==> src/rtl/ppm_pkg.sv <==
/*
 * ppm_pkg: shared constants for the pulse position status monitor.
 * Assumes an APB slave with 32-bit data and one aligned word per register.
 */
package ppm_pkg;

	// ----------------------------------------------------------------
	// structure
	// ----------------------------------------------------------------
	localparam int          PPM_CHANNELS   = 4;
	localparam int          PPM_POS_W      = 32;
	localparam int          PPM_ADDR_W     = 8;
	localparam int          PPM_DATA_W     = 32;

	// ----------------------------------------------------------------
	// register offsets (byte addresses)
	// ----------------------------------------------------------------
	localparam logic [7:0]  OFF_POS_CH0    = 8'h00;
	localparam logic [7:0]  OFF_POS_CH1    = 8'h04;
	localparam logic [7:0]  OFF_POS_CH2    = 8'h08;
	localparam logic [7:0]  OFF_POS_CH3    = 8'h0C;
	localparam logic [7:0]  OFF_FLAGS      = 8'h10;
	localparam logic [7:0]  OFF_IRQ_STATUS = 8'h14;
	localparam logic [7:0]  OFF_IRQ_MASK   = 8'h18;

	// ----------------------------------------------------------------
	// field positions
	// ----------------------------------------------------------------
	localparam int          FLD_BUSY       = 0;
	localparam int          FLD_ACTIVE     = 4;
	localparam int          FLD_DONE       = 8;
	localparam int          FLD_FAULT      = 12;
	localparam int          FLD_ADAPTER    = 16;
	localparam int          IRQ_FLD_DONE   = 0;
	localparam int          IRQ_FLD_FAULT  = 4;
	localparam int          IRQ_W          = 8;

	// ----------------------------------------------------------------
	// values after reset and range limits
	// ----------------------------------------------------------------
	localparam logic [31:0] POS_RESET      = 32'h0000_0000;
	localparam logic [31:0] POS_MAX        = 32'h7FFF_FFFF;
	localparam logic [31:0] POS_MIN        = 32'h8000_0000;
	localparam logic [7:0]  IRQ_MASK_RESET = 8'h00;
	localparam logic [3:0]  CH_BASE_EN     = 4'h7;

endpackage

==> src/rtl/ppm_monitor.sv <==
/*
 * ppm_monitor: status monitor for four pulse output channels: position
 * counters, completion, fault, busy and activity flags, and an interrupt.
 * Assumes the pulse generator runs on ref_clk and drives its strobes
 * and levels directly; the adapter presence strap is an asynchronous pin.
 */
`timescale 1ns/10ps

// Behaviour
// - 32-bit signed position per channel, readable
// - forward pulses count up, reverse count down
// - position stays in 32-bit two's-complement range
// - counting up past maximum wraps to minimum
// - counting down past minimum wraps to maximum
// - position is lost at power-off
// - completion flag set on fault-free finish
// - abnormal-end flag set on faulted finish
// - end flags live per operation; sample promptly
// - busy flag high while pulses emitted
// - activity flag high while operation active
// - fourth channel works only with adapter present
module ppm_monitor
	import ppm_pkg::*;
(
	input  wire logic                              ref_clk,
	input  wire logic                              rst,
	input  wire logic                              psel,
	input  wire logic                              penable,
	input  wire logic                              pwrite,
	input  wire logic [ppm_pkg::PPM_ADDR_W-1:0]    paddr,
	input  wire logic [ppm_pkg::PPM_DATA_W-1:0]    pwdata,
	output logic      [ppm_pkg::PPM_DATA_W-1:0]    prdata,
	output logic                                   pready,
	output logic                                   pslverr,
	input  wire logic                              adapter2_present,
	input  wire logic [ppm_pkg::PPM_CHANNELS-1:0]  pulse_out,
	input  wire logic [ppm_pkg::PPM_CHANNELS-1:0]  pulse_fwd,
	input  wire logic [ppm_pkg::PPM_CHANNELS-1:0]  pulse_run,
	input  wire logic [ppm_pkg::PPM_CHANNELS-1:0]  op_invoke,
	input  wire logic [ppm_pkg::PPM_CHANNELS-1:0]  op_done,
	input  wire logic [ppm_pkg::PPM_CHANNELS-1:0]  op_fault,
	output logic      [ppm_pkg::PPM_CHANNELS-1:0]  busy_flag,
	output logic      [ppm_pkg::PPM_CHANNELS-1:0]  active_flag,
	output logic      [ppm_pkg::PPM_CHANNELS-1:0]  done_flag,
	output logic      [ppm_pkg::PPM_CHANNELS-1:0]  fault_flag,
	output logic                                   irq
);
	import ppm_pkg::*;

	// ----------------------------------------------------------------
	// declarations
	// ----------------------------------------------------------------
	logic                     adapter_meta;
	logic                     adapter_sync;
	logic [PPM_CHANNELS-1:0]  ch_en;
	logic [PPM_POS_W-1:0]     pos [PPM_CHANNELS];
	logic [PPM_CHANNELS-1:0]  pos_load;
	logic [PPM_CHANNELS-1:0]  op_start;
	logic [IRQ_W-1:0]         irq_status;
	logic [IRQ_W-1:0]         irq_mask;
	logic [IRQ_W-1:0]         irq_events;
	logic                     acc_first;
	logic                     acc_done;
	logic                     addr_ok;
	logic [PPM_DATA_W-1:0]    rd_value;
	logic [PPM_CHANNELS-1:0]  next_busy;
	logic [PPM_CHANNELS-1:0]  next_active;
	logic [PPM_CHANNELS-1:0]  next_done;
	logic [PPM_CHANNELS-1:0]  next_fault;
	logic [IRQ_W-1:0]         next_irq_status;
	logic [IRQ_W-1:0]         next_irq_mask;
	logic                     next_irq;
	logic [PPM_DATA_W-1:0]    next_prdata;
	logic                     next_pready;
	logic                     next_pslverr;

	// ----------------------------------------------------------------
	// adapter strap synchroniser
	// ----------------------------------------------------------------
	// two flops; only the second is read by logic
	always_ff @(posedge ref_clk) begin
		if (rst) begin
			adapter_meta <= 1'b0;
			adapter_sync <= 1'b0;
		end else begin
			adapter_meta <= adapter2_present;
			adapter_sync <= adapter_meta;
		end
	end

	// channel enables; the fourth needs the second adapter
	assign ch_en = CH_BASE_EN | {adapter_sync, 3'b000};

	// ----------------------------------------------------------------
	// apb decode
	// ----------------------------------------------------------------
	// first access cycle samples, completion edge commits
	assign acc_first = psel && penable && !pready;
	assign acc_done  = psel && penable && pready;

	// legal offsets: word aligned and inside the map
	always_comb begin
		addr_ok = 1'b0;
		case (paddr)
			OFF_POS_CH0,
			OFF_POS_CH1,
			OFF_POS_CH2,
			OFF_POS_CH3,
			OFF_FLAGS,
			OFF_IRQ_STATUS,
			OFF_IRQ_MASK: addr_ok = 1'b1;
			default:      addr_ok = 1'b0;
		endcase
	end

	// read mux
	always_comb begin
		rd_value = '0;
		case (paddr)
			OFF_POS_CH0:    rd_value = pos[0];
			OFF_POS_CH1:    rd_value = pos[1];
			OFF_POS_CH2:    rd_value = pos[2];
			OFF_POS_CH3:    rd_value = pos[3];
			OFF_FLAGS: begin
				rd_value[FLD_BUSY +: PPM_CHANNELS]   = busy_flag;
				rd_value[FLD_ACTIVE +: PPM_CHANNELS] = active_flag;
				rd_value[FLD_DONE +: PPM_CHANNELS]   = done_flag;
				rd_value[FLD_FAULT +: PPM_CHANNELS]  = fault_flag;
				rd_value[FLD_ADAPTER]                = adapter_sync;
			end
			OFF_IRQ_STATUS: rd_value[IRQ_W-1:0] = irq_status;
			OFF_IRQ_MASK:   rd_value[IRQ_W-1:0] = irq_mask;
			default:        rd_value = '0;
		endcase
	end

	// bus answer: pready one cycle after the access phase opens
	always_comb begin
		next_pready  = acc_first;
		next_pslverr = acc_first && !addr_ok;
		next_prdata  = prdata;
		if (acc_first) begin
			next_prdata = pwrite ? '0 : rd_value;
		end
	end

	always_ff @(posedge ref_clk) begin
		if (rst) begin
			pready  <= 1'b0;
			pslverr <= 1'b0;
			prdata  <= '0;
		end else begin
			pready  <= next_pready;
			pslverr <= next_pslverr;
			prdata  <= next_prdata;
		end
	end

	// ----------------------------------------------------------------
	// position counters
	// ----------------------------------------------------------------
	// one counter per channel; writes realign, disabled channel ignores
	genvar gi;
	generate
		for (gi = 0; gi < PPM_CHANNELS; gi++) begin : g_ch
			assign pos_load[gi] = acc_done && pwrite && ch_en[gi] &&
				paddr == OFF_POS_CH0 + 8'(gi * 4);

			ppm_pos_counter u_pos (
				.ref_clk    (ref_clk),
				.rst        (rst),
				.en         (ch_en[gi]),
				.step       (pulse_out[gi]),
				.fwd        (pulse_fwd[gi]),
				.load       (pos_load[gi]),
				.load_value (pwdata),
				.count      (pos[gi])
			);
		end
	endgenerate

	// ----------------------------------------------------------------
	// operation flags
	// ----------------------------------------------------------------
	// a new operation starts where invoke rises; the registered activity
	// flag is the previous invoke level, so no extra edge flop is needed
	assign op_start = op_invoke & ch_en & ~active_flag;

	// busy follows emission, active follows invocation, end flags per op
	always_comb begin
		next_busy   = pulse_run & ch_en;
		next_active = op_invoke & ch_en;
		next_done   = (done_flag & ~op_start) | (op_done & ch_en);
		next_fault  = (fault_flag & ~op_start) | (op_fault & ch_en);
		next_done   = next_done & ch_en;
		next_fault  = next_fault & ch_en;
	end

	always_ff @(posedge ref_clk) begin
		if (rst) begin
			busy_flag   <= '0;
			active_flag <= '0;
			done_flag   <= '0;
			fault_flag  <= '0;
		end else begin
			busy_flag   <= next_busy;
			active_flag <= next_active;
			done_flag   <= next_done;
			fault_flag  <= next_fault;
		end
	end

	// ----------------------------------------------------------------
	// interrupt
	// ----------------------------------------------------------------
	// event strobes: completion in the low nibble, abnormal end above it
	assign irq_events = {op_fault & ch_en, op_done & ch_en};

	// sticky status, read clears only the bits reported; set wins
	always_comb begin
		next_irq_status = irq_status;
		next_irq_mask   = irq_mask;
		if (acc_done && !pwrite && paddr == OFF_IRQ_STATUS) begin
			next_irq_status = irq_status & ~prdata[IRQ_W-1:0];
		end
		if (acc_done && pwrite && paddr == OFF_IRQ_MASK) begin
			next_irq_mask = pwdata[IRQ_W-1:0];
		end
		next_irq_status = next_irq_status | irq_events;
		next_irq        = |(next_irq_status & next_irq_mask);
	end

	always_ff @(posedge ref_clk) begin
		if (rst) begin
			irq_status <= '0;
			irq_mask   <= IRQ_MASK_RESET;
			irq        <= 1'b0;
		end else begin
			irq_status <= next_irq_status;
			irq_mask   <= next_irq_mask;
			irq        <= next_irq;
		end
	end
endmodule // ppm_monitor

==> src/rtl/ppm_pos_counter.sv <==
/*
 * ppm_pos_counter: one signed 32-bit current-position counter.
 * Assumes step is a one-cycle strobe per emitted pulse on ref_clk.
 */
`timescale 1ns/10ps

module ppm_pos_counter
	import ppm_pkg::*;
(
	input  wire logic                          ref_clk,
	input  wire logic                          rst,
	input  wire logic                          en,
	input  wire logic                          step,
	input  wire logic                          fwd,
	input  wire logic                          load,
	input  wire logic [ppm_pkg::PPM_POS_W-1:0] load_value,
	output logic      [ppm_pkg::PPM_POS_W-1:0] count
);
	import ppm_pkg::*;

	logic [PPM_POS_W-1:0] next_count;

	// ----------------------------------------------------------------
	// next count: load beats a step, two's-complement wrap at both ends
	// ----------------------------------------------------------------
	always_comb begin
		next_count = count;
		if (load) begin
			next_count = load_value;
		end else if (en && step) begin
			if (fwd) begin
				next_count = count + 32'h0000_0001;
			end else begin
				next_count = count - 32'h0000_0001;
			end
		end
	end

	// register; cleared on reset since the value is not kept
	always_ff @(posedge ref_clk) begin
		if (rst) begin
			count <= POS_RESET;
		end else begin
			count <= next_count;
		end
	end
endmodule // ppm_pos_counter

==> config.mk <==
export PLATFORM = sky130hd
export DESIGN_NAME = ppm_monitor
export DESIGN_NICKNAME = d
export VERILOG_FILES = /design/src/rtl/ppm_pkg.sv /design/src/rtl/ppm_monitor.sv /design/src/rtl/ppm_pos_counter.sv
export SDC_FILE = /design/constraint.sdc
export NUM_CORES = 1
export LEC_CHECK = 0
export BUFFER_PORTS_ARGS = -buffer_cell sky130_fd_sc_hd__buf_2
export CAP_MARGIN = 0
export CELL_PAD_IN_SITES_DETAIL_PLACEMENT = 1
export CELL_PAD_IN_SITES_GLOBAL_PLACEMENT = 1
export CORE_ASPECT_RATIO = 2
export CORE_MARGIN = 1
export CORE_UTILIZATION = 47
export CTS_BUF_LIST = sky130_fd_sc_hd__clkbuf_2
export DETAILED_ROUTE_END_ITERATION = 8
export PLACE_DENSITY_LB_ADDON = 0.1
export SYNTH_ARGS = -nofsm -noshare
export SYNTH_HDL_FRONTEND = slang
export SYNTH_SLANG_ARGS = --single-unit
export TNS_END_PERCENT = 5
==> constraint.sdc <==
create_clock -name ref_clk -period 4.2 [get_ports ref_clk]
set_input_delay 0.21 -clock ref_clk [delete_from_list [all_inputs] [get_ports ref_clk]]
set_output_delay 0.21 -clock ref_clk [all_outputs]
set_load 0.05 [all_outputs]
==> results_dict.tcl <==
set metrics [dict create \
    status "finished, final reports clean" \
    netlist_area_um2 14710 \
    seqPwrFrac_pct 41.1 \
    criticalPathCategory "flop to flop" \
    maxSlewHeadroom_pct 14.58 \
    finalSetupViolations 0 \
    crit_path_end_kind "flop" \
    finalNetCount 2213 \
    switching_share_pct 42.61 \
    via_per_inst 6.584 \
    synth.area.top_cells "dfxtp_1 (27%), ha_1 (10%), nor2_1 (6.1%)" \
    syn_area_per_cell_um2 7.963 \
    h-tree-depth 4 \
    clockBufferDepth 2 \
    final_max_slew_viol_count 0 \
    drcViolationCount 0 \
    cp_slowest_stage_delay_ps 610 \
    gp_congestion 0.9580 \
    worst_path_max_delay_cell "dlygate4sd3_1" \
    clk_pin_slew_ps 310 \
    yosysWarnings 0 \
    yosysSeqAreaShare_pct 26.81 \
    fin_crit_ps 3875 \
    p_int_mw 3.275 \
    path_cells "inv_1, fa_1, nor2b_1, o21ai_0, a21oi_1, o21ai_0, a31oi_2, nor4_1, nor3_1, a21oi_1, xor2_1, a2111oi_0, dlygate4sd3_1" \
    yosysUniqueCellTypes 78 \
    netlist_top_cells_count "nor2_1 (239), dfxtp_1 (197), a21oi_1 (143)" \
    area_growth_pct 15.87 \
    p_per_area_nw_per_um2 334.9 \
    multiInputGateArea_um2 10210 \
    crit_fanout 4 \
    clkPwrFrac_pct 18.6 \
    setup_tns_ps 0 \
    ys_async_sr_fraction_pct 0 \
    syn_nets 2041 \
    clkLatencyLatePin_ps 980 \
    switching_power_mw 2.432 \
    drtAntennaViolNets 0 \
    grt_max_degree 84 \
    critical_path.top_delay_family "compound AO/OA/AOI/OAI gates" \
    cp.required_ps 5120 \
    cp.arrival_ps 4800 \
    grt_pass1_vias 17290 \
    max_freq_ghz 0.2581 \
    comb_power_share_pct 40.3 \
    grt_overflow_total 0 \
    p_leak_nw 7.685 \
    grt_pass1_wl_um 100700 \
    synth_seq_cells 197 \
    rsz0062_at_grt "false" \
    io_pins 121 \
    finalHoldViolations 0 \
    clockRootBuffer "clkbuf_2" \
    synth.most_common_cell "nor2_1" \
    crit_buf_inv 2 \
    fin_util_pct 55.23 \
    synth_ff_type "dfxtp_1" \
    initial_utilization_pct 47.67 \
    yosysTopAreaCell "dfxtp_1" \
    clock_sinks 197 \
    n_fill_cell 3797 \
    synth_enable_flop_cells 0 \
    die_area_um2 32050 \
    dr.pass1.iters 6 \
    die_h_um 252.2 \
    tritoncts "built" \
    place_hpwl_um 48510 \
    placementRows 91 \
    drtIter0Drc 1155 \
    wl_um 66170 \
    coreArea_um2 30860 \
    start_kind "flop" \
    yosysTopAreaCellShare_pct 26.81 \
    period_share_pct 92.26 \
    grt_antenna_before_repair 3 \
    worst_hold_path_type "input port to flop" \
    finalClockSkew_ps 55.96 \
    port_buffers 120 \
    postSynthCellCount 1847 \
    layout-drive-gt1-share_pct 10.63 \
    worst_slew_pin_slew_ps 1280 \
    seq_area_um2 3944 \
    cts_buffers 17 \
    wire_per_inst_um 26.98 \
    vias 16150 \
    maxCapViolations 0 \
    grt_use_total_pct 42.02 \
    die_x_um 127.1 \
    ir_drop_uv 230.6 \
]
worst min-delay path, delay by kind of cell:
kind	cells	cell delay, ps
and+or+nand+nor	1	140
buffers and inverters	2	650
stage by stage:
step	setup slack, ps	instance area (um2)	std cells	hold WS, ps	power [mW]
6_report	325.2	17040	2453	55.10	5.707
5_1_grt	59.10	17040	2453	31.64	5.992
4_1_cts	313.1	17030	2450	5.290	5.650
3_5_place_dp	461.3	15680	2310	429.2	4.509
3_3_place_gp	572.7	15680	2310	419.1	4.433
2_1_floorplan	994.7	14710	1847	322.2	3.813
final cells by class:
cell class | instances | share of cell area, %
sequential | 197 | 23.14
antenna | 3 | 0.04405
tap | 418 | 3.069
clock buffer | 17 | 0.4993
clock inverter | 15 | 1.043
inverter | 44 | 0.9692
multi-input combinational | 1499 | 59.92
timing repair buffer | 260 | 11.31
kinds of logic after synthesis:
family / count (synthesis) / synth area share, %
xor+xnor: 112 / 6.669
buf+inv: 151 / 3.947
fa+ha+maj: 124 / 10.75
compound gates: 650 / 30.37
mux: 58 / 4.032
simple gates: 555 / 17.41
flops: 197 / 26.81
flip-flops by register name, indices dropped and copies added (netlist names), 4 cells and up:
register	flops
done_flag	4
busy_flag	4
g_ch.u_pos.count	128
active_flag	4
fault_flag	4
irq_mask	8
irq_status	8
prdata	32
power by group through the flow:
stage | logic, mW | clock network, mW | registers, mW
2_1_floorplan | 1.60 | 0 | 2.21
3_3_place_gp | 2.09 | 0 | 2.35
3_5_place_dp | 2.16 | 0 | 2.35
4_1_cts | 2.26 | 1.07 | 2.32
5_1_grt | 2.51 | 1.14 | 2.34
6_report | 2.30 | 1.06 | 2.34
timing repair:
| item | 4_1_cts | 5_1_grt |
|---|---|---|
| setup buffers | 0 | 0 |
| endpoints found under the setup margin | 0 | 1 |
| resized for setup | 0 | 1 |
| hold buffers | 108 | 0 |
| endpoints found under the hold margin | 197 | 0 |
final timing paths:
path / cells after the start / startpoint / slack, ps / endpoint
worst min register to register: 1 / adapter_meta / 490 / adapter_sync
worst max-delay path: 13 / g_ch[1].u_pos.count[1] / 330 / g_ch[1].u_pos.count[30]
worst max register to register: 13 / g_ch[1].u_pos.count[1] / 330 / g_ch[1].u_pos.count[30]
worst min-delay path: 3 / adapter2_present / 60 / adapter_meta
cells in the final DEF, fill, tap and decap left out, drive strengths merged, types with 8 or more instances in the layout:
cell type	instances
o22ai	27
a21oi	147
o21ai	80
inv	53
ha	120
and3	26
a2111oi	8
xor2	49
and2	12
a222oi	22
o21bai	14
nor2b	19
buf	152
nand3	35
a311oi	8
a221oi	9
dlygate4sd3	108
clkbuf	17
dfxtp	197
xnor2	63
mux2i	57
nand2	118
a211oi	81
nand2b	24
nand4	20
a22oi	107
a21o	72
nor3	31
a31oi	20
nor4	8
nor2	239
o21a	13
routing by layer:
layer  up-vias  global-route usage [%]  share of wire, %
met4         0                   47.45                14
met1      7843                   37.47                32
li1       7228                       -                 -
met2       685                   73.75                49
met5         -                       0                 0
met3       395                   8.743               5.1
(Power assumes the default switching activity.)
